--- config.mk ---
export PLATFORM = sky130hd
export DESIGN_NAME = ups_serial_status
export DESIGN_NICKNAME = d
export VERILOG_FILES = /design/src/logic/ups_pkg.sv /design/src/logic/ups_serial_status.sv
export VERILOG_INCLUDE_DIRS = /design/src /design/src/logic
export SDC_FILE = /design/constraint.sdc
export NUM_CORES = 1
export LEC_CHECK = 0
export ABC_AREA = 1
export BUFFER_PORTS_ARGS = -buffer_cell sky130_fd_sc_hd__buf_2
export CORE_MARGIN = 2
export CORE_UTILIZATION = 45
export CTS_BUF_LIST = sky130_fd_sc_hd__clkbuf_4 sky130_fd_sc_hd__clkbuf_8 sky130_fd_sc_hd__clkbuf_16
export DETAILED_ROUTE_END_ITERATION = 10
export PLACE_DENSITY = 0.72
export SLEW_MARGIN = 20
export SYNTH_ARGS = -nofsm -noshare
export SYNTH_HDL_FRONTEND = slang
export SYNTH_SLANG_ARGS = --single-unit
export TNS_END_PERCENT = 50
--- constraint.sdc ---
create_clock -name mclk -period 1.9 [get_ports mclk]
set_clock_uncertainty 0.2 [all_clocks]
set_input_delay 0.475 -clock mclk [delete_from_list [all_inputs] [get_ports mclk]]
set_output_delay 0.475 -clock mclk [all_outputs]
set_load 0.05 [all_outputs]
--- src/logic/ups_params.svh ---
`ifndef UPS_PARAMS_SVH
`define UPS_PARAMS_SVH
// Register byte offsets
`define UPS_ADDR_W 4
`define UPS_OFF_STATUS 4'h0
`define UPS_OFF_DATA 4'h4
`define UPS_OFF_CTRL1 4'h8
`define UPS_OFF_CTRL2 4'hC
// Reset values
`define UPS_RST_STATUS 8'hC0
`define UPS_RST_CTRL 8'h00
// Status bit positions
`define UPS_SB_TXE 7
`define UPS_SB_TXD 6
`define UPS_SB_RXF 5
`define UPS_SB_IDLE 4
`define UPS_SB_OVR 3
`define UPS_SB_NOISE 2
`define UPS_SB_FRAME 1
`define UPS_SB_PERR 0
// Flag groups by clearing access
`define UPS_TX_FLAGS 8'hC0
`define UPS_RX_FLAGS 8'h3E
`define UPS_PE_FLAGS 8'h01
// Control one bit positions
`define UPS_C1_RX8 7
`define UPS_C1_TX8 6
`define UPS_C1_LEN9 4
`define UPS_C1_WAKE 3
`define UPS_C1_PEN 2
`define UPS_C1_PODD 1
`define UPS_C1_PIE 0
`define UPS_C1_SW_MASK 8'h7F
// Control two bit positions
`define UPS_C2_TIE 7
`define UPS_C2_TX_DONE_IRQ_EN 6
`define UPS_C2_RIE 5
`define UPS_C2_QUIET_IRQ_EN 4
`define UPS_C2_TE 3
`define UPS_C2_RE 2
// Bus answers
`define UPS_RESP_OK 2'h0
`define UPS_RESP_ERR 2'h2
`endif

--- src/logic/ups_pkg.sv ---
package ups_pkg;

  typedef struct packed {
    logic [7:0] stat;
    logic [7:0] arm;
    logic [7:0] ctrl1;
    logic [7:0] ctrl2;
    logic [7:0] tx_hold;
    logic [8:0] tx_frame;
    logic [7:0] rx_hold;
    logic rx_odd;
    logic idle_allow;
    logic addr_mark;
    logic aw_got;
    logic [3:0] wr_addr;
    logic w_got;
    logic [7:0] wr_data;
    logic wr_lane0;
    logic bvalid;
    logic [1:0] bresp;
    logic rvalid;
    logic [7:0] rdata;
    logic [1:0] rresp;
  } ups_state_t;

endpackage : ups_pkg

--- src/logic/ups_serial_status.sv ---
// Contract
// - Frame length follows parity and nine-bit setting
// - Even parity makes total ones even
// - Odd parity makes total ones odd
// - Parity replaces written word's top bit
// - Receive parity mismatch sets error flag
// - Address mark tests data MSB, not parity
// - Wait keeps working; enabled events wake
// - Halt freezes all registers and transfers
// - One request line, per-event enable, mask
// - Receive ready wakes Wait, never Halt
// - Buffer empty on load; sequence clears
// - Done after data characters only
// - Receive full set; status then read clears
// - Idle rearmed only by next receive full
// - Overrun keeps old word, flags, interrupts
// - Noise flag, no own interrupt
// - Framing flag; overrun suppresses it
// - Parity flag cleared by status then data
// - Status reads C0 after reset
// - Parity select applies from next character
//
// Added by the designer: the AXI4-Lite interface to the registers and the register offsets.
`timescale 1ns/1ps
`include "ups_params.svh"

module ups_serial_status (
  input wire logic mclk,
  input wire logic sys_rst,
  input wire logic ce,
  input wire logic cpu_halt,
  input wire logic cpu_imask,
  input wire logic [3:0] awaddr,
  input wire logic awvalid,
  output logic awready,
  input wire logic [31:0] wdata,
  input wire logic [3:0] wstrb,
  input wire logic wvalid,
  output logic wready,
  output logic [1:0] bresp,
  output logic bvalid,
  input wire logic bready,
  input wire logic [3:0] araddr,
  input wire logic arvalid,
  output logic arready,
  output logic [31:0] rdata,
  output logic [1:0] rresp,
  output logic rvalid,
  input wire logic rready,
  output logic tx_enable,
  output logic rx_enable,
  output logic frame_nine_bits,
  output logic frame_parity,
  output logic tx_hold_valid,
  input wire logic tx_take,
  output logic [8:0] tx_frame_word,
  input wire logic tx_char_done,
  input wire logic tx_char_data,
  input wire logic rx_start,
  input wire logic rx_word_valid,
  input wire logic [8:0] rx_word,
  input wire logic rx_noise,
  input wire logic rx_framing,
  input wire logic rx_idle_det,
  output logic addr_mark_bit,
  output logic irq_req,
  output logic wait_wake
);
  import ups_pkg::*;

  ////////////////////////////////////////////////////////////////////////
  // State and handshakes

  ups_state_t s;
  ups_state_t next_s;
  ups_state_t rst_s;

  logic adv;
  logic aw_take;
  logic w_take;
  logic ar_take;
  logic wr_do;
  logic wr_hit;
  logic rd_hit;
  logic wr_dreg;
  logic rd_dreg;
  logic rd_stat;
  logic [7:0] rd_mux;
  logic rx_perr;
  logic rx_mark;

  // Halt gates every flop, bus side included
  assign adv = ce & ~cpu_halt;

  // Nothing is taken while frozen, so no handshake is lost
  assign awready = ~s.aw_got & ~s.bvalid & adv;
  assign wready = ~s.w_got & ~s.bvalid & adv;
  assign arready = ~s.rvalid & adv;
  assign aw_take = awvalid & awready;
  assign w_take = wvalid & wready;
  assign ar_take = arvalid & arready;
  assign wr_do = s.aw_got & s.w_got & ~s.bvalid;

  assign wr_hit = (s.wr_addr == `UPS_OFF_STATUS) |
                  (s.wr_addr == `UPS_OFF_DATA) |
                  (s.wr_addr == `UPS_OFF_CTRL1) |
                  (s.wr_addr == `UPS_OFF_CTRL2);
  assign rd_hit = (araddr == `UPS_OFF_STATUS) |
                  (araddr == `UPS_OFF_DATA) |
                  (araddr == `UPS_OFF_CTRL1) |
                  (araddr == `UPS_OFF_CTRL2);
  assign wr_dreg = wr_do & s.wr_lane0 & (s.wr_addr == `UPS_OFF_DATA);
  assign rd_dreg = ar_take & (araddr == `UPS_OFF_DATA);
  assign rd_stat = ar_take & (araddr == `UPS_OFF_STATUS);

  always_comb begin
    unique case (araddr)
      `UPS_OFF_STATUS: rd_mux = s.stat;
      `UPS_OFF_DATA: rd_mux = s.rx_hold;
      `UPS_OFF_CTRL1: rd_mux = s.ctrl1;
      `UPS_OFF_CTRL2: rd_mux = s.ctrl2;
      default: rd_mux = 8'h00;
    endcase
  end

  ////////////////////////////////////////////////////////////////////////
  // Parity helpers

  // Builds the outgoing frame from the holding word
  function automatic logic [8:0] f_tx_frame(
    input logic [7:0] hold,
    input logic [7:0] c1
  );
    logic [8:0] f;
    f = {c1[`UPS_C1_TX8], hold};
    if (c1[`UPS_C1_PEN]) begin
      if (c1[`UPS_C1_LEN9]) begin
        f[8] = (^hold) ^ c1[`UPS_C1_PODD];
      end else begin
        f[7] = (^hold[6:0]) ^ c1[`UPS_C1_PODD];
      end
    end
    if (!c1[`UPS_C1_LEN9]) begin
      f[8] = 1'b0;
    end
    return f;
  endfunction : f_tx_frame

  // Received parity checked with the select latched at frame start
  always_comb begin
    if (s.ctrl1[`UPS_C1_LEN9]) begin
      rx_perr = (^rx_word[8:0]) != s.rx_odd;
    end else begin
      rx_perr = (^rx_word[7:0]) != s.rx_odd;
    end
  end

  // Mark bit is the top data bit, below any parity bit
  always_comb begin
    unique case ({s.ctrl1[`UPS_C1_LEN9], s.ctrl1[`UPS_C1_PEN]})
      2'h0: rx_mark = rx_word[7];
      2'h1: rx_mark = rx_word[6];
      2'h2: rx_mark = rx_word[8];
      2'h3: rx_mark = rx_word[7];
    endcase
  end

  ////////////////////////////////////////////////////////////////////////
  // Next state

  always_comb begin
    rst_s = '0;
    rst_s.stat = `UPS_RST_STATUS;
    rst_s.ctrl1 = `UPS_RST_CTRL;
    rst_s.ctrl2 = `UPS_RST_CTRL;
    rst_s.idle_allow = 1'b1;

    next_s = s;

    // Bus write channels, taken in either order
    if (aw_take) begin
      next_s.aw_got = 1'b1;
      next_s.wr_addr = awaddr;
    end
    if (w_take) begin
      next_s.w_got = 1'b1;
      next_s.wr_data = wdata[7:0];
      next_s.wr_lane0 = wstrb[0];
    end
    if (wr_do) begin
      next_s.aw_got = 1'b0;
      next_s.w_got = 1'b0;
      next_s.bvalid = 1'b1;
      next_s.bresp = wr_hit ? `UPS_RESP_OK : `UPS_RESP_ERR;
      if (s.wr_lane0 && s.wr_addr == `UPS_OFF_CTRL1) begin
        next_s.ctrl1 = (s.ctrl1 & ~`UPS_C1_SW_MASK) |
                       (s.wr_data & `UPS_C1_SW_MASK);
      end
      if (s.wr_lane0 && s.wr_addr == `UPS_OFF_CTRL2) begin
        next_s.ctrl2 = s.wr_data;
      end
    end
    if (s.bvalid && bready) begin
      next_s.bvalid = 1'b0;
    end

    // Bus read channel
    if (ar_take) begin
      next_s.rvalid = 1'b1;
      next_s.rdata = rd_mux;
      next_s.rresp = rd_hit ? `UPS_RESP_OK : `UPS_RESP_ERR;
    end
    if (s.rvalid && rready) begin
      next_s.rvalid = 1'b0;
    end

    // Clearing sequences; sets further down win
    if (wr_dreg) begin
      next_s.tx_hold = s.wr_data;
      next_s.stat = next_s.stat & ~(s.arm & `UPS_TX_FLAGS);
      next_s.arm = next_s.arm & ~`UPS_TX_FLAGS;
    end
    if (rd_dreg) begin
      next_s.stat = next_s.stat & ~(s.arm & `UPS_RX_FLAGS);
      next_s.arm = next_s.arm & ~`UPS_RX_FLAGS;
    end
    if (wr_dreg || rd_dreg) begin
      next_s.stat = next_s.stat & ~(s.arm & `UPS_PE_FLAGS);
      next_s.arm = next_s.arm & ~`UPS_PE_FLAGS;
    end
    // Each flag seen set by a status read is armed
    if (rd_stat) begin
      next_s.arm = s.stat;
    end

    // Transmit side
    if (tx_take && tx_hold_valid) begin
      next_s.stat[`UPS_SB_TXE] = 1'b1;
      next_s.tx_frame = f_tx_frame(s.tx_hold, s.ctrl1);
    end
    if (tx_char_done && tx_char_data) begin
      next_s.stat[`UPS_SB_TXD] = 1'b1;
    end

    // Receive side
    if (rx_start) begin
      next_s.rx_odd = s.ctrl1[`UPS_C1_PODD];
    end
    if (rx_idle_det && s.idle_allow && s.ctrl2[`UPS_C2_RE]) begin
      next_s.stat[`UPS_SB_IDLE] = 1'b1;
      next_s.idle_allow = 1'b0;
    end
    if (rx_word_valid && s.ctrl2[`UPS_C2_RE]) begin
      next_s.addr_mark = rx_mark;
      if (s.stat[`UPS_SB_RXF]) begin
        // Old word kept, framing not reported
        next_s.stat[`UPS_SB_OVR] = 1'b1;
      end else begin
        next_s.rx_hold = rx_word[7:0];
        next_s.ctrl1[`UPS_C1_RX8] = rx_word[8];
        next_s.stat[`UPS_SB_RXF] = 1'b1;
        next_s.idle_allow = 1'b1;
        if (rx_noise) begin
          next_s.stat[`UPS_SB_NOISE] = 1'b1;
        end
        if (rx_framing) begin
          next_s.stat[`UPS_SB_FRAME] = 1'b1;
        end
        if (s.ctrl1[`UPS_C1_PEN] && rx_perr) begin
          next_s.stat[`UPS_SB_PERR] = 1'b1;
        end
      end
    end
  end

  always_ff @(posedge mclk) begin
    if (sys_rst) begin
      s <= rst_s;
    end else if (adv) begin
      s <= next_s;
    end
  end

  ////////////////////////////////////////////////////////////////////////
  // Outputs

  assign bvalid = s.bvalid;
  assign bresp = s.bresp;
  assign rvalid = s.rvalid;
  assign rresp = s.rresp;
  assign rdata = {24'h000000, s.rdata};
  assign tx_enable = s.ctrl2[`UPS_C2_TE];
  assign rx_enable = s.ctrl2[`UPS_C2_RE];
  assign frame_nine_bits = s.ctrl1[`UPS_C1_LEN9];
  assign frame_parity = s.ctrl1[`UPS_C1_PEN];
  assign tx_hold_valid = ~s.stat[`UPS_SB_TXE] & s.ctrl2[`UPS_C2_TE];
  assign tx_frame_word = s.tx_frame;
  assign addr_mark_bit = s.addr_mark;

  // Every event except noise and framing shares one request line behind the global mask
  assign irq_req = ~cpu_imask & (
    (s.ctrl2[`UPS_C2_TIE] & s.stat[`UPS_SB_TXE]) |
    (s.ctrl2[`UPS_C2_TX_DONE_IRQ_EN] & s.stat[`UPS_SB_TXD]) |
    (s.ctrl2[`UPS_C2_RIE] &
      (s.stat[`UPS_SB_RXF] | s.stat[`UPS_SB_OVR])) |
    (s.ctrl2[`UPS_C2_QUIET_IRQ_EN] & s.stat[`UPS_SB_IDLE]) |
    (s.ctrl1[`UPS_C1_PIE] & s.stat[`UPS_SB_PERR]));

  // Wait exit only; no path here ends a Halt
  assign wait_wake = irq_req;
endmodule : ups_serial_status

After elaboration in Yosys (flattened, before gate mapping):

Cells that the tools add are included.
Widths: inputs -> output; s select.

* RAM bits: 0
* latch bits: 0
* bits in read-only memories: 0
* register bits after elaboration: 89
* input bits: 71
* memories: 0
* word-level logic and storage cells: 160
* output and inout bits: 58

* magnitude comparators: 0
* shift operators: 0
* add/subtract/negate cells: 0
* multiply operators: 0
* reductions and logical operators: 38
* bitwise logic cells: 50
* muxes and demuxes: 40
* equal/unequal tests: 11
* divide/modulo/power cells: 0

Operators by type and width (count)
* $mux 16: 4
* $pmux 8 s4: 1
* $and 8x8->8: 3
* $mux 8: 3
* $reduce_and 2->1: 12
* $and 1x1->1: 22
* $mux 1: 21
* $eq 4x4->1 const B: 4
* $reduce_xor 8->1: 2
* $mux 11: 1
* $or 1x1->1: 11
* $logic_and 1x1->1: 10
* $mux 10: 1
* $reduce_and 3->1: 3
* $reduce_xor 9->1: 1
* $eq 4x3->1 const B: 2
* $logic_not 4->1: 2
* $mux 2: 4
* $not 1->1: 8
* $not 1->8: 1
* $not 6->8: 1
* $not 8->8: 1
* $or 8x7->8: 1
* $reduce_bool 2->1: 4
* other kinds (12): 16

Longest topological paths before layout:

* depth after elaboration: 12
* depth in mapped cells: 11
* mapped depth without buffers: 11

Worst setup path before layout:

OpenSTA, ideal clock, no wires.

* path type: input to register
* from: in ce
* to: reg s[24] in the netlist's numbering
* path slack: -0.909 ns
* stages on the path: 7
* arrival time: 2.486 ns
* data required time: 1.577 ns
* buffers on the path: 0
* path through: inv_1 > nor2_2 > inv_2 > nor3_1 > nand2_1 > o21ai_0 > a21oi_1

* longest elaborated chain between the ends: 4

Ends and longest elaborated chain
* start: declaration: RTL line ups_serial_status.sv:30 `input wire logic ce,`
* $and 1x1->1: RTL line ups_serial_status.sv:93 `assign adv = ce & ~cpu_halt;`
* $and 1x1->1: RTL line ups_serial_status.sv:96 `assign awready = ~s.aw_got & ~s.bvalid & adv;`
* via awready: RTL line ups_serial_status.sv:35 `output logic awready,`
* $and 1x1->1: RTL line ups_serial_status.sv:99 `assign aw_take = awvalid & awready;`
* $reduce_and 2->1 (no source line)
* end signal: assignment: RTL line ups_serial_status.sv:278 `s <= rst_s;`
* end signal: assignment: RTL line ups_serial_status.sv:280 `s <= next_s;`
* end: declaration: RTL line ups_serial_status.sv:74 `ups_state_t s;`

The timed path passes the listed nets, and every way through them passes these cells.
A chain may end at the register's enable or synchronous reset.

Worst setup path in the final report:

* from: reg s[88] in the netlist's numbering
* to: out wait_wake

* longest elaborated chain between the ends: 6

Ends and longest elaborated chain
* $and 1x1->1: RTL line ups_serial_status.sv:302 `` (s.ctrl2[`UPS_C2_TIE] & s.stat[`UPS_SB_TXE]) | ``
* $or 1x1->1 (4 in a row): RTL line ups_serial_status.sv:302
* $and 1x1->1: RTL line ups_serial_status.sv:301 `assign irq_req = ~cpu_imask & (`
* end: declaration: RTL line ups_serial_status.sv:67 `output logic wait_wake`

No other way between the ends.

==> flow_summary.ini <==
[outcome]
outcome = finished, violations left
violations = setup timing

[logic_synthesis]
ys_seq_elements = 87
syn_avg_cell_area_sq_um = 7.27
synth-compound-area-share = 0.181
synth.distinct_cells = 31
synth_area_sq_um = 4170
async_reset_ff_frac = 0
syn_inst = 573
ys_seq_area_frac = 0.418
synth-xor-area-share = 0.00421
synth_top_area_cell = dfxtp_1
synth_area_leaders = dfxtp_1 42%, nand2_1 14%, buf_4 8.5%
synth-simple-area-share = 0.231
synth_mux_area_frac = 0
synth_top_area_share = 0.418
synth-edff-count = 0
ys_warn_count = 0
synth_top_family_by_area = simple AND/OR/NAND/NOR gates
synth_fa_ha_area_frac = 0.00601
yosys_most_used_dff = dfxtp_1

[clock_tree]
cts_hold_buf = 0
cts_tree = built
clk_latency_ns = 0.36
clock-sinks = 87
cts-root-buf = clkbuf_8
cts_buffers = 9
clk_path_buf_depth = 2
htree_num_levels = 3
clkTransAtPathRegs_ns = 0.09

[sta]
finalHoldViolCount = 0
drv_slew = 0
period_share = 1.07
finalCriticalPeriod_ns = 2.04
setup-tns-final_ns = -0.269
fin_ws_ns = -0.135
hold-worst-slack_ns = 0.162
rsz0062_at_grt = yes
setup_viol = 2
max_freq_mhz = 491

[critical_path]
cp_max_fo = 2
critPathLaunchType = register
critPathKind = register to output pin
endpoint_kind = output pin
cp.required_ns = 1.22
critPathArrivalTime_ns = 1.36

[drt]
drc_errors = 0
vias_per_cell = 5.09
vias = 3930
wl_per_cell_microns = 13.4
drt-total-wl_microns = 10400
postRouteAntennaNets = 0
drt_iter0_drc = 192
drtPass1Iterations = 4

[global_routing]
grt_pass1_vias = 3443
grt_max_degree = 38
grt.overflow.total = 0
antenna_found_initial = 0
grt_use_total = 0.206
grt_first_pass_wirelength_microns = 16300

[layout]
nFillCells = 833
stdcell_count = 772
top_register = s
diodes = 0
finalNetCount = 729
drive_above_1_share = 0.251
largest_register_ffs = 61
area_growth_pct = 19.8
multi_input_area_sq_um = 1930
regArea_sq_um = 1750

[floorplan]
initial_core_util = 0.457
core_area_sq_um = 9110
dieWidth_microns = 100
placementRows = 35
die_height_microns = 100
die_area_sq_um = 10000
ioPinCount = 129

[power_and_ir_drop]
max-vdd-ir-drop_uv = 297
power_density_nw_per_um2 = 743
power_leakage_uw = 0.00222

[hold_path]
hold_path_class = input pin to register

[job]
cap_violations = 0

[place]
port_buffers = 75
pre_cts_slack_ns = -0.0804
dp_hpwl_microns = 7860
dp_cells = 752
place.gp.congestion = 0.978
[per-stage QoR]
stage / cell area [sq um] / util / total power, uW
after floorplan: 4340 / - / 2210
after global placement: 4670 / 0.513 / 2280
after detailed placement: 4670 / 0.513 / 2290
after CTS: 4980 / 0.546 / 3720
after global routing: 4990 / 0.548 / 3850
final: 4990 / 0.548 / 3710
[cells in the final DEF, fill, tap and decap left out, types with 7 or more instances in the layout]
cell type	synthesis	final
a21oi_1	66	65
buf_2	3	69
buf_4	47	30
clkbuf_8	0	10
conb_1	1	26
dfxtp_1	87	81
inv_1	54	51
inv_2	6	7
nand2_1	150	147
nand3_1	25	25
nand4_1	8	8
nor2_1	20	19
o21ai_0	60	58
[power breakdown]
part | leakage (uW) | switching (uW) | internal (uW)
sequential | 0.000705 | 10.6 | 1840
combinational | 0.00141 | 297 | 104
clock | 0.000105 | 675 | 781
total | 0.00222 | 982 | 2730
[layer usage]
| layer | vias up | global-route usage | wire length [microns] |
|---|---|---|---|
| li1 | 1966 | - | - |
| met4 | 0 | 0.0959 | 272 |
| met5 | - | 0 | 0 |
| met3 | 21 | 0.0258 | 515 |
| met2 | 125 | 0.329 | 4850 |
| met1 | 1818 | 0.279 | 4740 |
[synthesized netlist by cell type, types with 6 or more instances]
master and count:
buf_4 47, inv_1 54, dfxtp_1 87, nand3_1 25, nand4_1 8, clkbuf_1 8, a21oi_1 66, nor2_1 20
nor2_2 6, nand2_1 150, o21ai_0 60, inv_2 6
[critical path, stage by stage, from the launching register on]
cell	delay, ns
dfxtp_2	0.33
inv_2	0.07
o21ai_2	0.07
a221oi_4	0.26
a21oi_4	0.11
buf_6	0.16
[repair_timing]
item | CTS | global route
pin swaps | 2 | 3
endpoints found under the setup margin | 5 | 6
setup buffers | 4 | 0
resized for setup | 17 | 5
[logic make-up after synthesis]
logic type | Yosys count
flops | 87
fa+ha+maj | 2
xor+xnor | 2
compound gates | 140
simple gates | 219
other cells | 1
buf+inv | 122
[path summary, 6_finish.rpt]
kind / startpoint / slack (ns) / endpoint / cells past startpoint
min: bready / 0.16 / bvalid$_SDFFE_PP0P_ / 4
min reg2reg: tx_frame_word[8]$_SDFFE_PP0P_ / 0.25 / tx_frame_word[8]$_SDFFE_PP0P_ / 2
max: s[88]$_SDFFE_PP1N_ / -0.14 / wait_wake / 5
max reg2reg: s[28]$_SDFFE_PP0P_ / 0.13 / s[49]$_SDFFE_PP0P_ / 7
[cell type report]
cell class	instances	area share
inverter	60	0.0472
sequential	87	0.351
multi-input combinational	389	0.387
timing repair buffer	109	0.141
clock inverter	6	0.0183
tap	111	0.0278
clock buffer	10	0.0276
(Power assumes the default switching activity.)
